===== config.mk =====
export PLATFORM = sky130hd
export DESIGN_NAME = nhg_top
export DESIGN_NICKNAME = d
export VERILOG_FILES = /design/src/rtl/nhg_pkg.sv /design/src/rtl/nhg_osc_if.sv /design/src/rtl/nhg_phase_acc.sv /design/src/rtl/nhg_gain_b.sv /design/src/rtl/nhg_top.sv
export SDC_FILE = /design/constraint.sdc
export NUM_CORES = 2
export LEC_CHECK = 0
export BUFFER_PORTS_ARGS = -buffer_cell sky130_fd_sc_hd__buf_2
export CORE_ASPECT_RATIO = 1.75
export CORE_MARGIN = 3
export CORE_UTILIZATION = 35
export CTS_BUF_LIST = sky130_fd_sc_hd__clkbuf_16
export CTS_CLUSTER_SIZE = 40
export DETAILED_ROUTE_END_ITERATION = 7
export PLACE_DENSITY = 0.53
export SETUP_SLACK_MARGIN = 0.4
export SYNTH_ARGS = -nofsm -noshare
export SYNTH_HDL_FRONTEND = slang
export SYNTH_SLANG_ARGS = --single-unit

===== constraint.sdc =====
create_clock -name clk_sys -period 26.6 [get_ports clk_sys]
set_clock_uncertainty 0.1 [all_clocks]
set_input_delay 2.66 -clock clk_sys [delete_from_list [all_inputs] [get_ports clk_sys]]
set_output_delay 2.66 -clock clk_sys [all_outputs]
set_load 0.02 [all_outputs]

===== src/rtl/nhg_pkg.sv =====
/*
 Constants, address map and helper functions for the oscillator hop-table
 and gain block. Assumes a byte-wide register port and a single clock.
*/
// Behaviour
// - B gain is one minus backoff over 65536
// - B backoff applies in both combine modes
// - Dither backoff adds on, gain floors at zero
// - Frequency is word times sample rate over 2^32
// - Signed and unsigned words accumulate identically
// - Two 16-word frequency tables, stride four bytes
// - Sixteen 16-bit phase words for A, stride two
// - Word change after sync loses phase determinism
// - Phase word left-justified, added to accumulator
// - Phase offset added after the accumulator
package nhg_pkg;

   localparam int ENTRIES  = 16;
   localparam int IDX_W    = 4;
   localparam int FREQ_W   = 32;
   localparam int PHASE_W  = 16;
   localparam int GAIN_W   = 16;
   localparam int ADDR_W   = 12;
   localparam int DATA_W   = 8;
   localparam int SAMPLE_W = 16;

   localparam logic [ADDR_W-1:0] GAIN_B_LO_ADDR   = 12'h334;
   localparam logic [ADDR_W-1:0] GAIN_B_HI_ADDR   = 12'h335;
   localparam logic [ADDR_W-1:0] EFF_GAIN_LO_ADDR = 12'h336;
   localparam logic [ADDR_W-1:0] EFF_GAIN_HI_ADDR = 12'h337;
   localparam logic [ADDR_W-1:0] EFF_GAIN_TOP_ADDR = 12'h338;
   localparam logic [ADDR_W-1:0] FREQ_A_BASE      = 12'h400;
   localparam logic [ADDR_W-1:0] FREQ_B_BASE      = 12'h440;
   localparam logic [ADDR_W-1:0] PHASE_A_BASE     = 12'h480;
   localparam logic [ADDR_W-1:0] FREQ_SPAN        = 12'h040;
   localparam logic [ADDR_W-1:0] PHASE_SPAN       = 12'h020;

   // Entry index sits above the byte lane bits
   localparam int FREQ_IDX_LSB  = 2;
   localparam int PHASE_IDX_LSB = 1;

   localparam logic [GAIN_W-1:0]  GAIN_B_RESET = 16'h0003;
   localparam logic [GAIN_W:0]    GAIN_UNITY   = 17'h10000;
   localparam logic [FREQ_W-1:0]  FREQ_RESET   = 32'h00000000;
   localparam logic [PHASE_W-1:0] PHASE_RESET  = 16'h0000;
   localparam logic [DATA_W-1:0]  READ_ZERO    = 8'h00;

   function automatic logic in_window(input logic [ADDR_W-1:0] addr,
                                      input logic [ADDR_W-1:0] base,
                                      input logic [ADDR_W-1:0] span);
      in_window = (addr >= base) && (addr < base + span);
   endfunction

   function automatic logic [FREQ_W-1:0] put_byte32(
         input logic [FREQ_W-1:0] old, input logic [1:0] lane,
         input logic [DATA_W-1:0] b);
      logic [FREQ_W-1:0] r;
      r = old;
      r[lane*8 +: 8] = b;
      put_byte32 = r;
   endfunction

   function automatic logic [PHASE_W-1:0] put_byte16(
         input logic [PHASE_W-1:0] old, input logic lane,
         input logic [DATA_W-1:0] b);
      logic [PHASE_W-1:0] r;
      r = old;
      r[lane*8 +: 8] = b;
      put_byte16 = r;
   endfunction

   function automatic logic [SAMPLE_W-1:0] sat_add(
         input logic [SAMPLE_W-1:0] a, input logic [SAMPLE_W-1:0] b);
      logic signed [SAMPLE_W:0] s;
      s = $signed({a[SAMPLE_W-1], a}) + $signed({b[SAMPLE_W-1], b});
      if (s[SAMPLE_W] != s[SAMPLE_W-1])
         sat_add = s[SAMPLE_W] ? 16'h8000 : 16'h7FFF;
      else
         sat_add = s[SAMPLE_W-1:0];
   endfunction

endpackage


===== src/rtl/nhg_osc_if.sv =====
/*
 Carrier between the table logic and one phase accumulator.
 Assumes both ends run on the same system clock.
*/
`timescale 1ns/1ns
`default_nettype none
interface nhg_osc_if;
   logic [nhg_pkg::FREQ_W-1:0]  freq_word;
   logic [nhg_pkg::PHASE_W-1:0] phase_word;
   logic                        sync;
   logic                        enable;
   logic [nhg_pkg::FREQ_W-1:0]  phase;

   modport cfg  (output freq_word, output phase_word, output sync,
                 output enable, input phase);
   modport core (input freq_word, input phase_word, input sync,
                 input enable, output phase);
endinterface
`default_nettype wire


===== src/rtl/nhg_phase_acc.sv =====
/*
 Phase accumulator for one oscillator with a late phase offset.
 Assumes the frequency and phase words are already held stable.
*/
`timescale 1ns/1ns
`default_nettype none
module nhg_phase_acc (
   input  wire logic clk_sys,
   input  wire logic sys_rst,
   nhg_osc_if.core   osc
);
   logic [nhg_pkg::FREQ_W-1:0] acc_r;
   logic [nhg_pkg::FREQ_W-1:0] phase_r;

   // Modular wrap makes signed and unsigned words equivalent
   always_ff @(posedge clk_sys) begin
      if (sys_rst || !osc.enable || osc.sync) begin
         acc_r <= nhg_pkg::FREQ_RESET;
      end else begin
         // Running on after a word change keeps no phase reference
         acc_r <= acc_r + osc.freq_word;
      end
   end

   // Offset joins after the accumulator, so it never resets it
   always_ff @(posedge clk_sys) begin
      if (sys_rst) begin
         phase_r <= nhg_pkg::FREQ_RESET;
      end else begin
         phase_r <= acc_r + {osc.phase_word, nhg_pkg::PHASE_RESET};
      end
   end

   assign osc.phase = phase_r;
endmodule
`default_nettype wire


===== src/rtl/nhg_gain_b.sv =====
/*
 Gain stage for oscillator B: backoff plus dither backoff, floored at zero.
 Assumes a signed sample arrives every clock.
*/
`timescale 1ns/1ns
`default_nettype none
module nhg_gain_b (
   input  wire logic                          clk_sys,
   input  wire logic                          sys_rst,
   input  wire logic [nhg_pkg::GAIN_W-1:0]    backoff,
   input  wire logic                          dither_enable,
   input  wire logic [nhg_pkg::GAIN_W-1:0]    dither_backoff,
   input  wire logic [nhg_pkg::SAMPLE_W-1:0]  sample_in,
   output var  logic [nhg_pkg::GAIN_W:0]      eff_gain,
   output var  logic [nhg_pkg::SAMPLE_W-1:0]  sample_out
);
   logic [nhg_pkg::GAIN_W:0]   backoff_sum;
   logic signed [33:0]         prod;
   logic [nhg_pkg::SAMPLE_W-1:0] sample_r;

   always_comb begin
      backoff_sum = {1'b0, backoff};
      if (dither_enable)
         backoff_sum = backoff_sum + {1'b0, dither_backoff};
      if (backoff_sum >= nhg_pkg::GAIN_UNITY)
         eff_gain = '0;
      else
         eff_gain = nhg_pkg::GAIN_UNITY - backoff_sum;
      prod = $signed(sample_in) * $signed({1'b0, eff_gain});
   end

   always_ff @(posedge clk_sys) begin
      if (sys_rst) begin
         sample_r <= '0;
      end else begin
         sample_r <= prod[31:16];
      end
   end

   assign sample_out = sample_r;
endmodule
`default_nettype wire


===== src/rtl/nhg_top.sv =====
/*
 Hop tables, gain backoff register and oscillator phase paths.
 Assumes a byte-wide register port synchronous to clk_sys; the sine
 lookup that turns phases into samples sits outside.
*/
`timescale 1ns/1ns
`default_nettype none
module nhg_top (
   input  wire logic                            clk_sys,
   input  wire logic                            sys_rst,
   input  wire logic [nhg_pkg::ADDR_W-1:0]      reg_addr,
   input  wire logic [nhg_pkg::DATA_W-1:0]      reg_wdata,
   input  wire logic                            reg_wr,
   input  wire logic                            reg_rd,
   output logic      [nhg_pkg::DATA_W-1:0]      reg_rdata,
   input  wire logic                            oscillator_enable,
   input  wire logic                            hop_update_block,
   input  wire logic                            osc_combine_select,
   input  wire logic                            osc_b_dither_enable,
   input  wire logic [nhg_pkg::GAIN_W-1:0]      osc_b_dither_backoff,
   input  wire logic [nhg_pkg::IDX_W-1:0]       hop_index_a,
   input  wire logic [nhg_pkg::IDX_W-1:0]       hop_index_b,
   input  wire logic                            sync_a,
   input  wire logic                            sync_b,
   input  wire logic [nhg_pkg::SAMPLE_W-1:0]    osc_a_sample,
   input  wire logic [nhg_pkg::SAMPLE_W-1:0]    osc_b_sample,
   output logic      [nhg_pkg::FREQ_W-1:0]      phase_a,
   output logic      [nhg_pkg::FREQ_W-1:0]      phase_b,
   output logic      [nhg_pkg::SAMPLE_W-1:0]    osc_a_out,
   output logic      [nhg_pkg::SAMPLE_W-1:0]    osc_b_out
);
   logic [nhg_pkg::GAIN_W-1:0]   osc_b_gain_backoff_r;
   logic [nhg_pkg::FREQ_W-1:0]   hop_frequency_table_a_r [nhg_pkg::ENTRIES];
   logic [nhg_pkg::FREQ_W-1:0]   hop_frequency_table_b_r [nhg_pkg::ENTRIES];
   logic [nhg_pkg::PHASE_W-1:0]  hop_phase_table_a_r [nhg_pkg::ENTRIES];
   logic [nhg_pkg::FREQ_W-1:0]   act_freq_a_r;
   logic [nhg_pkg::FREQ_W-1:0]   act_freq_b_r;
   logic [nhg_pkg::PHASE_W-1:0]  act_phase_a_r;
   logic [nhg_pkg::DATA_W-1:0]   rdata_r;
   logic [nhg_pkg::DATA_W-1:0]   rdata_nxt;
   logic [nhg_pkg::SAMPLE_W-1:0] a_dly_r;
   logic [nhg_pkg::SAMPLE_W-1:0] a_out_r;
   logic [nhg_pkg::SAMPLE_W-1:0] b_out_r;
   logic [nhg_pkg::SAMPLE_W-1:0] b_scaled;
   logic [nhg_pkg::GAIN_W:0]     eff_gain;
   logic [nhg_pkg::ADDR_W-1:0]   off_fa;
   logic [nhg_pkg::ADDR_W-1:0]   off_fb;
   logic [nhg_pkg::ADDR_W-1:0]   off_pa;
   logic [nhg_pkg::IDX_W-1:0]    idx_fa;
   logic [nhg_pkg::IDX_W-1:0]    idx_fb;
   logic [nhg_pkg::IDX_W-1:0]    idx_pa;
   logic                         hit_fa;
   logic                         hit_fb;
   logic                         hit_pa;

   nhg_osc_if osc_a_if ();
   nhg_osc_if osc_b_if ();

   // Address decode shared by read and write paths
   always_comb begin
      off_fa = reg_addr - nhg_pkg::FREQ_A_BASE;
      off_fb = reg_addr - nhg_pkg::FREQ_B_BASE;
      off_pa = reg_addr - nhg_pkg::PHASE_A_BASE;
      idx_fa = off_fa[nhg_pkg::FREQ_IDX_LSB +: nhg_pkg::IDX_W];
      idx_fb = off_fb[nhg_pkg::FREQ_IDX_LSB +: nhg_pkg::IDX_W];
      idx_pa = off_pa[nhg_pkg::PHASE_IDX_LSB +: nhg_pkg::IDX_W];
      hit_fa = nhg_pkg::in_window(reg_addr, nhg_pkg::FREQ_A_BASE,
                                  nhg_pkg::FREQ_SPAN);
      hit_fb = nhg_pkg::in_window(reg_addr, nhg_pkg::FREQ_B_BASE,
                                  nhg_pkg::FREQ_SPAN);
      hit_pa = nhg_pkg::in_window(reg_addr, nhg_pkg::PHASE_A_BASE,
                                  nhg_pkg::PHASE_SPAN);
   end

   // Gain backoff register, low byte at the lower address
   always_ff @(posedge clk_sys) begin
      if (sys_rst) begin
         osc_b_gain_backoff_r <= nhg_pkg::GAIN_B_RESET;
      end else if (reg_wr && reg_addr == nhg_pkg::GAIN_B_LO_ADDR) begin
         osc_b_gain_backoff_r[7:0] <= reg_wdata;
      end else if (reg_wr && reg_addr == nhg_pkg::GAIN_B_HI_ADDR) begin
         osc_b_gain_backoff_r[15:8] <= reg_wdata;
      end
   end

   // Frequency table A
   always_ff @(posedge clk_sys) begin
      if (sys_rst) begin
         for (int i = 0; i < nhg_pkg::ENTRIES; i++) begin
            hop_frequency_table_a_r[i] <= nhg_pkg::FREQ_RESET;
         end
      end else if (reg_wr && hit_fa) begin
         hop_frequency_table_a_r[idx_fa] <= nhg_pkg::put_byte32(
            hop_frequency_table_a_r[idx_fa], off_fa[1:0], reg_wdata);
      end
   end

   // Frequency table B
   always_ff @(posedge clk_sys) begin
      if (sys_rst) begin
         for (int i = 0; i < nhg_pkg::ENTRIES; i++) begin
            hop_frequency_table_b_r[i] <= nhg_pkg::FREQ_RESET;
         end
      end else if (reg_wr && hit_fb) begin
         hop_frequency_table_b_r[idx_fb] <= nhg_pkg::put_byte32(
            hop_frequency_table_b_r[idx_fb], off_fb[1:0], reg_wdata);
      end
   end

   // Phase table A
   always_ff @(posedge clk_sys) begin
      if (sys_rst) begin
         for (int i = 0; i < nhg_pkg::ENTRIES; i++) begin
            hop_phase_table_a_r[i] <= nhg_pkg::PHASE_RESET;
         end
      end else if (reg_wr && hit_pa) begin
         hop_phase_table_a_r[idx_pa] <= nhg_pkg::put_byte16(
            hop_phase_table_a_r[idx_pa], off_pa[0], reg_wdata);
      end
   end

   // Active words follow the hop index unless updates are blocked;
   // a half-written entry therefore never reaches the core while blocked.
   always_ff @(posedge clk_sys) begin
      if (sys_rst) begin
         act_freq_a_r  <= nhg_pkg::FREQ_RESET;
         act_freq_b_r  <= nhg_pkg::FREQ_RESET;
         act_phase_a_r <= nhg_pkg::PHASE_RESET;
      end else if (!hop_update_block) begin
         act_freq_a_r  <= hop_frequency_table_a_r[hop_index_a];
         act_freq_b_r  <= hop_frequency_table_b_r[hop_index_b];
         act_phase_a_r <= hop_phase_table_a_r[hop_index_a];
      end
   end

   // Read mux; unmapped addresses read zero
   always_comb begin
      rdata_nxt = nhg_pkg::READ_ZERO;
      if (reg_addr == nhg_pkg::GAIN_B_LO_ADDR) begin
         rdata_nxt = osc_b_gain_backoff_r[7:0];
      end else if (reg_addr == nhg_pkg::GAIN_B_HI_ADDR) begin
         rdata_nxt = osc_b_gain_backoff_r[15:8];
      end else if (reg_addr == nhg_pkg::EFF_GAIN_LO_ADDR) begin
         rdata_nxt = eff_gain[7:0];
      end else if (reg_addr == nhg_pkg::EFF_GAIN_HI_ADDR) begin
         rdata_nxt = eff_gain[15:8];
      end else if (reg_addr == nhg_pkg::EFF_GAIN_TOP_ADDR) begin
         rdata_nxt = {7'h00, eff_gain[16]};
      end else if (hit_fa) begin
         rdata_nxt = hop_frequency_table_a_r[idx_fa][off_fa[1:0]*8 +: 8];
      end else if (hit_fb) begin
         rdata_nxt = hop_frequency_table_b_r[idx_fb][off_fb[1:0]*8 +: 8];
      end else if (hit_pa) begin
         rdata_nxt = hop_phase_table_a_r[idx_pa][off_pa[0]*8 +: 8];
      end
   end

   always_ff @(posedge clk_sys) begin
      if (sys_rst) begin
         rdata_r <= nhg_pkg::READ_ZERO;
      end else if (reg_rd) begin
         rdata_r <= rdata_nxt;
      end
   end

   // Oscillator A carries its phase table; B has no phase offset here
   assign osc_a_if.freq_word  = act_freq_a_r;
   assign osc_a_if.phase_word = act_phase_a_r;
   assign osc_a_if.sync       = sync_a;
   assign osc_a_if.enable     = oscillator_enable;
   assign osc_b_if.freq_word  = act_freq_b_r;
   assign osc_b_if.phase_word = nhg_pkg::PHASE_RESET;
   assign osc_b_if.sync       = sync_b;
   assign osc_b_if.enable     = oscillator_enable;

   nhg_phase_acc u_acc_a (
      .clk_sys (clk_sys),
      .sys_rst (sys_rst),
      .osc     (osc_a_if.core)
   );

   nhg_phase_acc u_acc_b (
      .clk_sys (clk_sys),
      .sys_rst (sys_rst),
      .osc     (osc_b_if.core)
   );

   nhg_gain_b u_gain_b (
      .clk_sys        (clk_sys),
      .sys_rst        (sys_rst),
      .backoff        (osc_b_gain_backoff_r),
      .dither_enable  (osc_b_dither_enable),
      .dither_backoff (osc_b_dither_backoff),
      .sample_in      (osc_b_sample),
      .eff_gain       (eff_gain),
      .sample_out     (b_scaled)
   );

   // A is delayed to line up with the scaled B sample
   always_ff @(posedge clk_sys) begin
      if (sys_rst) begin
         a_dly_r <= '0;
      end else begin
         a_dly_r <= osc_a_sample;
      end
   end

   // Scaled B is used in both modes; summing only changes the outputs
   always_ff @(posedge clk_sys) begin
      if (sys_rst) begin
         a_out_r <= '0;
         b_out_r <= '0;
      end else if (osc_combine_select) begin
         a_out_r <= nhg_pkg::sat_add(a_dly_r, b_scaled);
         b_out_r <= nhg_pkg::sat_add(a_dly_r, b_scaled);
      end else begin
         a_out_r <= a_dly_r;
         b_out_r <= b_scaled;
      end
   end

   assign reg_rdata = rdata_r;
   assign phase_a   = osc_a_if.phase;
   assign phase_b   = osc_b_if.phase;
   assign osc_a_out = a_out_r;
   assign osc_b_out = b_out_r;
endmodule
`default_nettype wire


=== Yosys cells after proc, flatten, opt, wreduce, memory -nomap -nowiden ===
Memory sizes are Yosys's and may differ from the RTL's. A register that Yosys moved wholly into a read port is not among the register bits.
Index checks and enable logic that the tools add are counted.

* Word-level logic and storage cells: 106
* Input port bits: 86
* Bits in writable memories: 1280
* Flip-flop bits (word level): 216
* Output and inout port bits: 104
* Memories: 3

* Mux-type cells: 37
* Add/sub/neg operators: 12
* Shifts and indexed selects: 9
* Bitwise operators: 1
* Reduce and logical (&&, ||, !) cells: 19
* Order comparisons: 7
* Eq/ne operators: 6
* Multiply operators: 1

{| class="wikitable"
|+ Memory list
! memory !! depth !! bits a word !! read ports !! clocked after memory_dff !! wr ports !! line !! text
|-
| hop_frequency_table_a_r || 16 || 32 || 2 || 1 || 16 || nhg_top.sv:33 || <nowiki>logic [nhg_pkg::FREQ_W-1:0] hop_frequency_table_a_r [nhg_pkg::ENTRIES];</nowiki>
|-
| hop_frequency_table_b_r || 16 || 32 || 2 || 1 || 16 || nhg_top.sv:34 || <nowiki>logic [nhg_pkg::FREQ_W-1:0] hop_frequency_table_b_r [nhg_pkg::ENTRIES];</nowiki>
|-
| hop_phase_table_a_r || 16 || 16 || 2 || 1 || 16 || nhg_top.sv:35 || <nowiki>logic [nhg_pkg::PHASE_W-1:0] hop_phase_table_a_r [nhg_pkg::ENTRIES];</nowiki>
|}

{| class="wikitable"
|+ Operators by type and width
! kind !! count
|-
| $add 32x32->32 || 3
|-
| $mux 16 || 5
|-
| $neg 5->34 || 2
|-
| $shift 8x34->32 const A || 2
|-
| $shiftx 8x34->32 || 2
|-
| $bwmux 32 || 2
|-
| $mux 32 || 2
|-
| $mux 8 || 8
|-
| $reduce_or 32->1 || 2
|-
| $shiftx 32x6->8 || 2
|-
| $eq 12x10->1 const B || 5
|-
| $ge 12x11->1 const B || 3
|-
| $lt 12x11->1 const B || 3
|-
| $add 16x16->17 || 2
|-
| $mux 17 || 2
|-
| $neg 4->34 || 1
|-
| $shift 8x34->16 const A || 1
|-
| $shiftx 8x34->16 || 1
|-
| $mul 16x18->32 || 1
|-
| $ge 17x17->1 const B || 1
|-
| $sub 17x17->17 const A || 1
|-
| $bwmux 16 || 1
|-
| $reduce_or 16->1 || 1
|-
| $shiftx 16x5->8 || 1
|-
| other kinds (10) || 38
|}

=== Logic depth before layout (Yosys ltp) ===
An unclocked memory read counts as a cell.

* Depth in word-level cells: 11
* Mapped depth: 42
* Gate-level depth less buffers: 39

=== Modules after synthesis ===
A second synthesis with hierarchy kept.

* Cell total of the unflattened synthesis: 7320
* Area total of the unflattened synthesis: 91819.3 µm²

{| class="wikitable"
|+ By module, submodules not included
! module !! area each (µm²) !! instances !! cells an instance
|-
| nhg_top || 72647.2 || 1 || 5092
|-
| nhg_gain_b || 10900.5 || 1 || 1260
|-
| nhg_phase_acc (u_acc_b) || 4206.5 || 1 || 499
|-
| nhg_phase_acc (u_acc_a) || 4065.1 || 1 || 469
|}

=== Worst setup path before layout ===
OpenSTA, ideal clock, no wires.

* Kind: input -> register
* From: input port osc_b_dither_backoff[0] (netlist bit)
* To: register u_gain_b.sample_r, in the netlist u_gain_b.sample_out[15]
* Stages on the path: 39
* Library setup time: 128 ps
* Path buffers: 3
* Path slack: 15239 ps
* Data required time: 26372 ps
* Arrival time: 11134 ps
* Cells stage by stage: ha_1 -> inv_1 -> fa_1 -> and2b_1 -> o211ai_4 -> and3_1 -> or4_4 -> a31oi_4 -> nand4_4 -> nor4_1 -> nor2b_1 -> ha_1 -> a21oi_2 -> buf_4 -> clkbuf_1 -> clkbuf_1 -> and3_1 -> fa_1 -> [... 3 more ...] -> fa_1 -> inv_1 -> fa_1 -> inv_1 -> fa_1 -> inv_1 -> ha_1 -> and3_1 -> a31oi_1 -> nand3_1 -> a41oi_1 -> a21oi_1 -> and3_1 -> a21oi_1 -> a311oi_1 -> a21oi_1 -> xnor3_1 -> nor2_1

* Longest elaborated chain between the ends: 5
* Elaborated cells between the ends (all ways): 6

{| class="wikitable"
|+ RTL lines
! element !! line !! text
|-
| start: declaration || nhg_top.sv:20 || <nowiki>input wire logic [nhg_pkg::GAIN_W-1:0] osc_b_dither_backoff,</nowiki>
|-
| $add 16x16->17 * || nhg_gain_b.sv:24 || <nowiki>backoff_sum = backoff_sum + {1'b0, dither_backoff};</nowiki>
|-
| $mux 17 * || nhg_gain_b.sv:23 || <nowiki>if (dither_enable)</nowiki>
|-
| $sub 17x17->17 / $ge 17x17->1 (equally long branches) || nhg_gain_b.sv:28, nhg_gain_b.sv:25 ||
|-
| $mux 17 * || nhg_gain_b.sv:25 || <nowiki>if (backoff_sum >= nhg_pkg::GAIN_UNITY)</nowiki>
|-
| $mul 16x18->32 * || nhg_gain_b.sv:29 || <nowiki>prod = $signed(sample_in) * $signed({1'b0, eff_gain});</nowiki>
|-
| end signal: assignment || nhg_gain_b.sv:36 || <nowiki>sample_r <= prod[31:16];</nowiki>
|-
| end: declaration || nhg_gain_b.sv:19 || <nowiki>logic [nhg_pkg::SAMPLE_W-1:0] sample_r;</nowiki>
|}

Mark *: on every way between the ends. The rest lies on a longest branch, timed or not.
A chain may end at the register's enable or synchronous reset.

=== Worst setup path after layout ===
Same ends and word-level chain as after synthesis.

==> results_dict.tcl <==
set metrics [dict create \
    synthXorXnorAreaFrac_pct 1.02 \
    fin_cells 10200 \
    worstReg2RegEnd "u_gain_b.sample_out[15]" \
    cpMostUsedCell "fa_1" \
    r2r_start "osc_b_gain_backoff_r[0]" \
    dp.final_hpwl_mm 201 \
    synthArstFlopShare_pct 0 \
    grt_antenna_before_repair 17 \
    root_buffer "clkbuf_16" \
    ys_seq_area_share_pct 50.2 \
    synth.area.top_cells "edfxtp_1 43%, mux4_2 21%, dfxtp_1 6.7%" \
    syn_area_sq_um 88400 \
    finalMaxSlewViolations 0 \
    worstHoldStart "u_acc_b.acc_r[19]" \
    final_nets 7254 \
    dieArea_sq_um 259000 \
    routed_wl_mm 321 \
    htree_num_levels 4 \
    p_leak_nw 36.7 \
    post_cts_resized 0 \
    path_delay_family "adder cells" \
    post-route-min-period_ns 12.27 \
    grt_pass1_vias 62700 \
    syn_avg_cell_area_sq_um 13.1 \
    synth_compound_area_share_pct 3.63 \
    yosys_most_used_dff "edfxtp_1" \
    slowest_stage "or4_1" \
    yosysWarnings 0 \
    die_w_um 386 \
    cap_violations 0 \
    cts_tree "yes" \
    tightest_slew_ns 1.38 \
    worst_hold_path_type "register to register" \
    rsz0062_at_grt "false" \
    num_vias 59600 \
    clock_sink_count 1576 \
    whs_endpoint "u_acc_b.osc.phase[19]" \
    viasPerCell 5.86 \
    grt_max_degree 104 \
    worst_hold_path.num_cells 1 \
    ios 190 \
    cts_buffer_depth 4 \
    worst-setup-path-type "primary input to register" \
    cts_buffers 160 \
    max_stage_delay_ns 0.61 \
    final-hold-violation-count 0 \
    postCtsSetupRepairBufs 0 \
    synth_fa_ha_area_share_pct 8.04 \
    grt_pass1_wl_mm 453 \
    die_height_um 671 \
    grtUsageTotal_pct 24.6 \
    finish.instance_area_sq_um 98100 \
    power.density_nw_per_um2 83.6 \
    cp_num_buf_inv 7 \
    drc 0 \
    drt-pass1-iter-count 6 \
    netlist_instances 6727 \
    place_inst 9872 \
    crit_arrival_ns 12.89 \
    start_util_pct 35.2 \
    rows 243 \
    worstSetupEndpointType "register" \
    core-area_sq_um 251000 \
    grt_overflow 0 \
    synth_edf_count 1280 \
    hold_buffers 0 \
    wl_per_cell_um 31.6 \
    layout_commonest_cell "nor2_1" \
    layout-drive-gt1-share_pct 21.7 \
    setup_violations 0 \
    r2r_cells 36 \
    period_share_pct 46.1 \
    synthSimpleGateAreaFrac_pct 11.4 \
    outcome "finished, final reports clean" \
    slew_headroom_pct 7.79 \
    synth.top_cell.area_share_pct 43.5 \
    finish.utilization_pct 39.1 \
    required_ns 27.22 \
    drtAntennaViolNets 0 \
    critPathMaxFanout 69 \
    synth_top_family_by_area "multiplexers" \
    place.port_buffers 189 \
    synth_nets 7253 \
    first_iter_violations 5605 \
    place.gp.congestion 0.907 \
    muxShareOfSynthArea_pct 22.2 \
    critPathLaunch "osc_b_dither_backoff[0]" \
    yosysUniqueCellTypes 85 \
    ys_seq_elements 1576 \
    cp-start-kind "primary input" \
    place_area_sq_um 93300 \
    r2r_slack_ns 15.76 \
    fin_tns_setup_ns 0 \
    areaGrowthSynthToFinish_pct 11.0 \
    layout_common_cells "1546 x nor2_1, 1280 x edfxtp_1, 816 x mux4_2" \
    clkLatencyLatePin_ns 0.83 \
    synth_top_cell_by_area "edfxtp_1" \
    clk_pin_slew_worst_paths_ns 0.07 \
    clock.fmax_ghz 0.0815 \
    peakVddDrop_mv 0.187 \
]
==> worst register-to-register path: cells and delay by family (launching register included) <==
family                   cells  cell delay [ns]
AO/OA/AOI/OAI               11             2.35
XOR/XNOR                     1             0.21
adder cells (fa/ha/maj)      9             4.06
buffers and inverters        6             1.19
flip-flops                   1             0.43
AND/OR/NAND/NOR              9             2.38
==> routing by layer <==
layer / share of wire [%] / wire [um] / track usage [%]
met1: 33 / 105000 / 26.4
met2: 51 / 163000 / 42.8
met3: 7.1 / 22800 / 3.87
met4: 9.4 / 30000 / 19.2
met5: 0.013 / 41 / 0
==> synthesized netlist by cell type (104+ instances only) <==
cell type,number
clkbuf_1,409
fa_1,212
edfxtp_1,1280
ha_1,228
mux4_2,816
and3_1,141
nor2_1,1547
inv_1,299
nor2b_1,104
a21oi_1,137
mux2i_1,120
dfxtp_1,296
nand2_1,325
==> worst max-delay path by stage <==
stage / to / slack [ns] / cells past startpoint
after floorplan: u_gain_b.sample_out[15] / 15.24 / 39
after global placement: u_gain_b.sample_out[15] / 13.68 / 40
after detailed placement: u_gain_b.sample_out[15] / 13.55 / 37
after CTS: u_gain_b.sample_out[15] / 14.42 / 37
after global routing: u_gain_b.sample_out[15] / 13.70 / 37
final: u_gain_b.sample_out[15] / 14.33 / 37
==> kinds of logic (layout without fill, tap and decap cells) <==
family,after synthesis,in the layout
and+or+nand+nor,2373,2373
DFF,1576,1576
muxes,937,937
buffers and inverters,820,934
AOI/OAI and AO/OA,479,479
adders and majority gates,441,441
xor gates and xnor gates,101,101
other,0,13
==> layout make-up <==
type | instances | area [sq um]
fill | 23700 | 153000
sequential | 1576 | 44400
timing repair buffer | 356 | 2320
clock buffer | 164 | 4100
multi-input combinational | 4331 | 41300
antenna | 13 | 32.5
clock inverter | 111 | 742
inverter | 303 | 1140
tap | 3307 | 4140
==> report_power, final <==
group | internal, mW | switching, mW
registers | 2.78 | 0.0566
clock network | 1.20 | 1.01
logic | 1.29 | 1.87
==> sequential cells by signal, summed over array words and instances (netlist names) <==
| name | cells |
|---|---|
| hop_frequency_table_a_r | 512 |
| hop_frequency_table_b_r | 512 |
| hop_phase_table_a_r | 256 |
| act_freq_a_r | 32 |
| act_freq_b_r | 32 |
| u_acc_a.acc_r | 32 |
| u_acc_a.osc.phase | 32 |
| u_acc_b.acc_r | 32 |
| u_acc_b.osc.phase | 32 |
| a_dly_r | 16 |
| act_phase_a_r | 16 |
| osc_a_out | 16 |
| osc_b_gain_backoff_r | 16 |
| osc_b_out | 16 |
| u_gain_b.sample_out | 16 |
| reg_rdata | 8 |
==> per-stage QoR <==
step | hold WS (ns) | setup WS, ns | total power, mW
after floorplan | 0.330 | 15.24 | 5.08
after global placement | 0.364 | 13.68 | 6.05
after detailed placement | 0.363 | 13.55 | 6.05
after CTS | 0.348 | 14.42 | 8.26
after global routing | 0.353 | 13.70 | 8.69
final | 0.351 | 14.33 | 8.21
(Power assumes the default switching activity.)
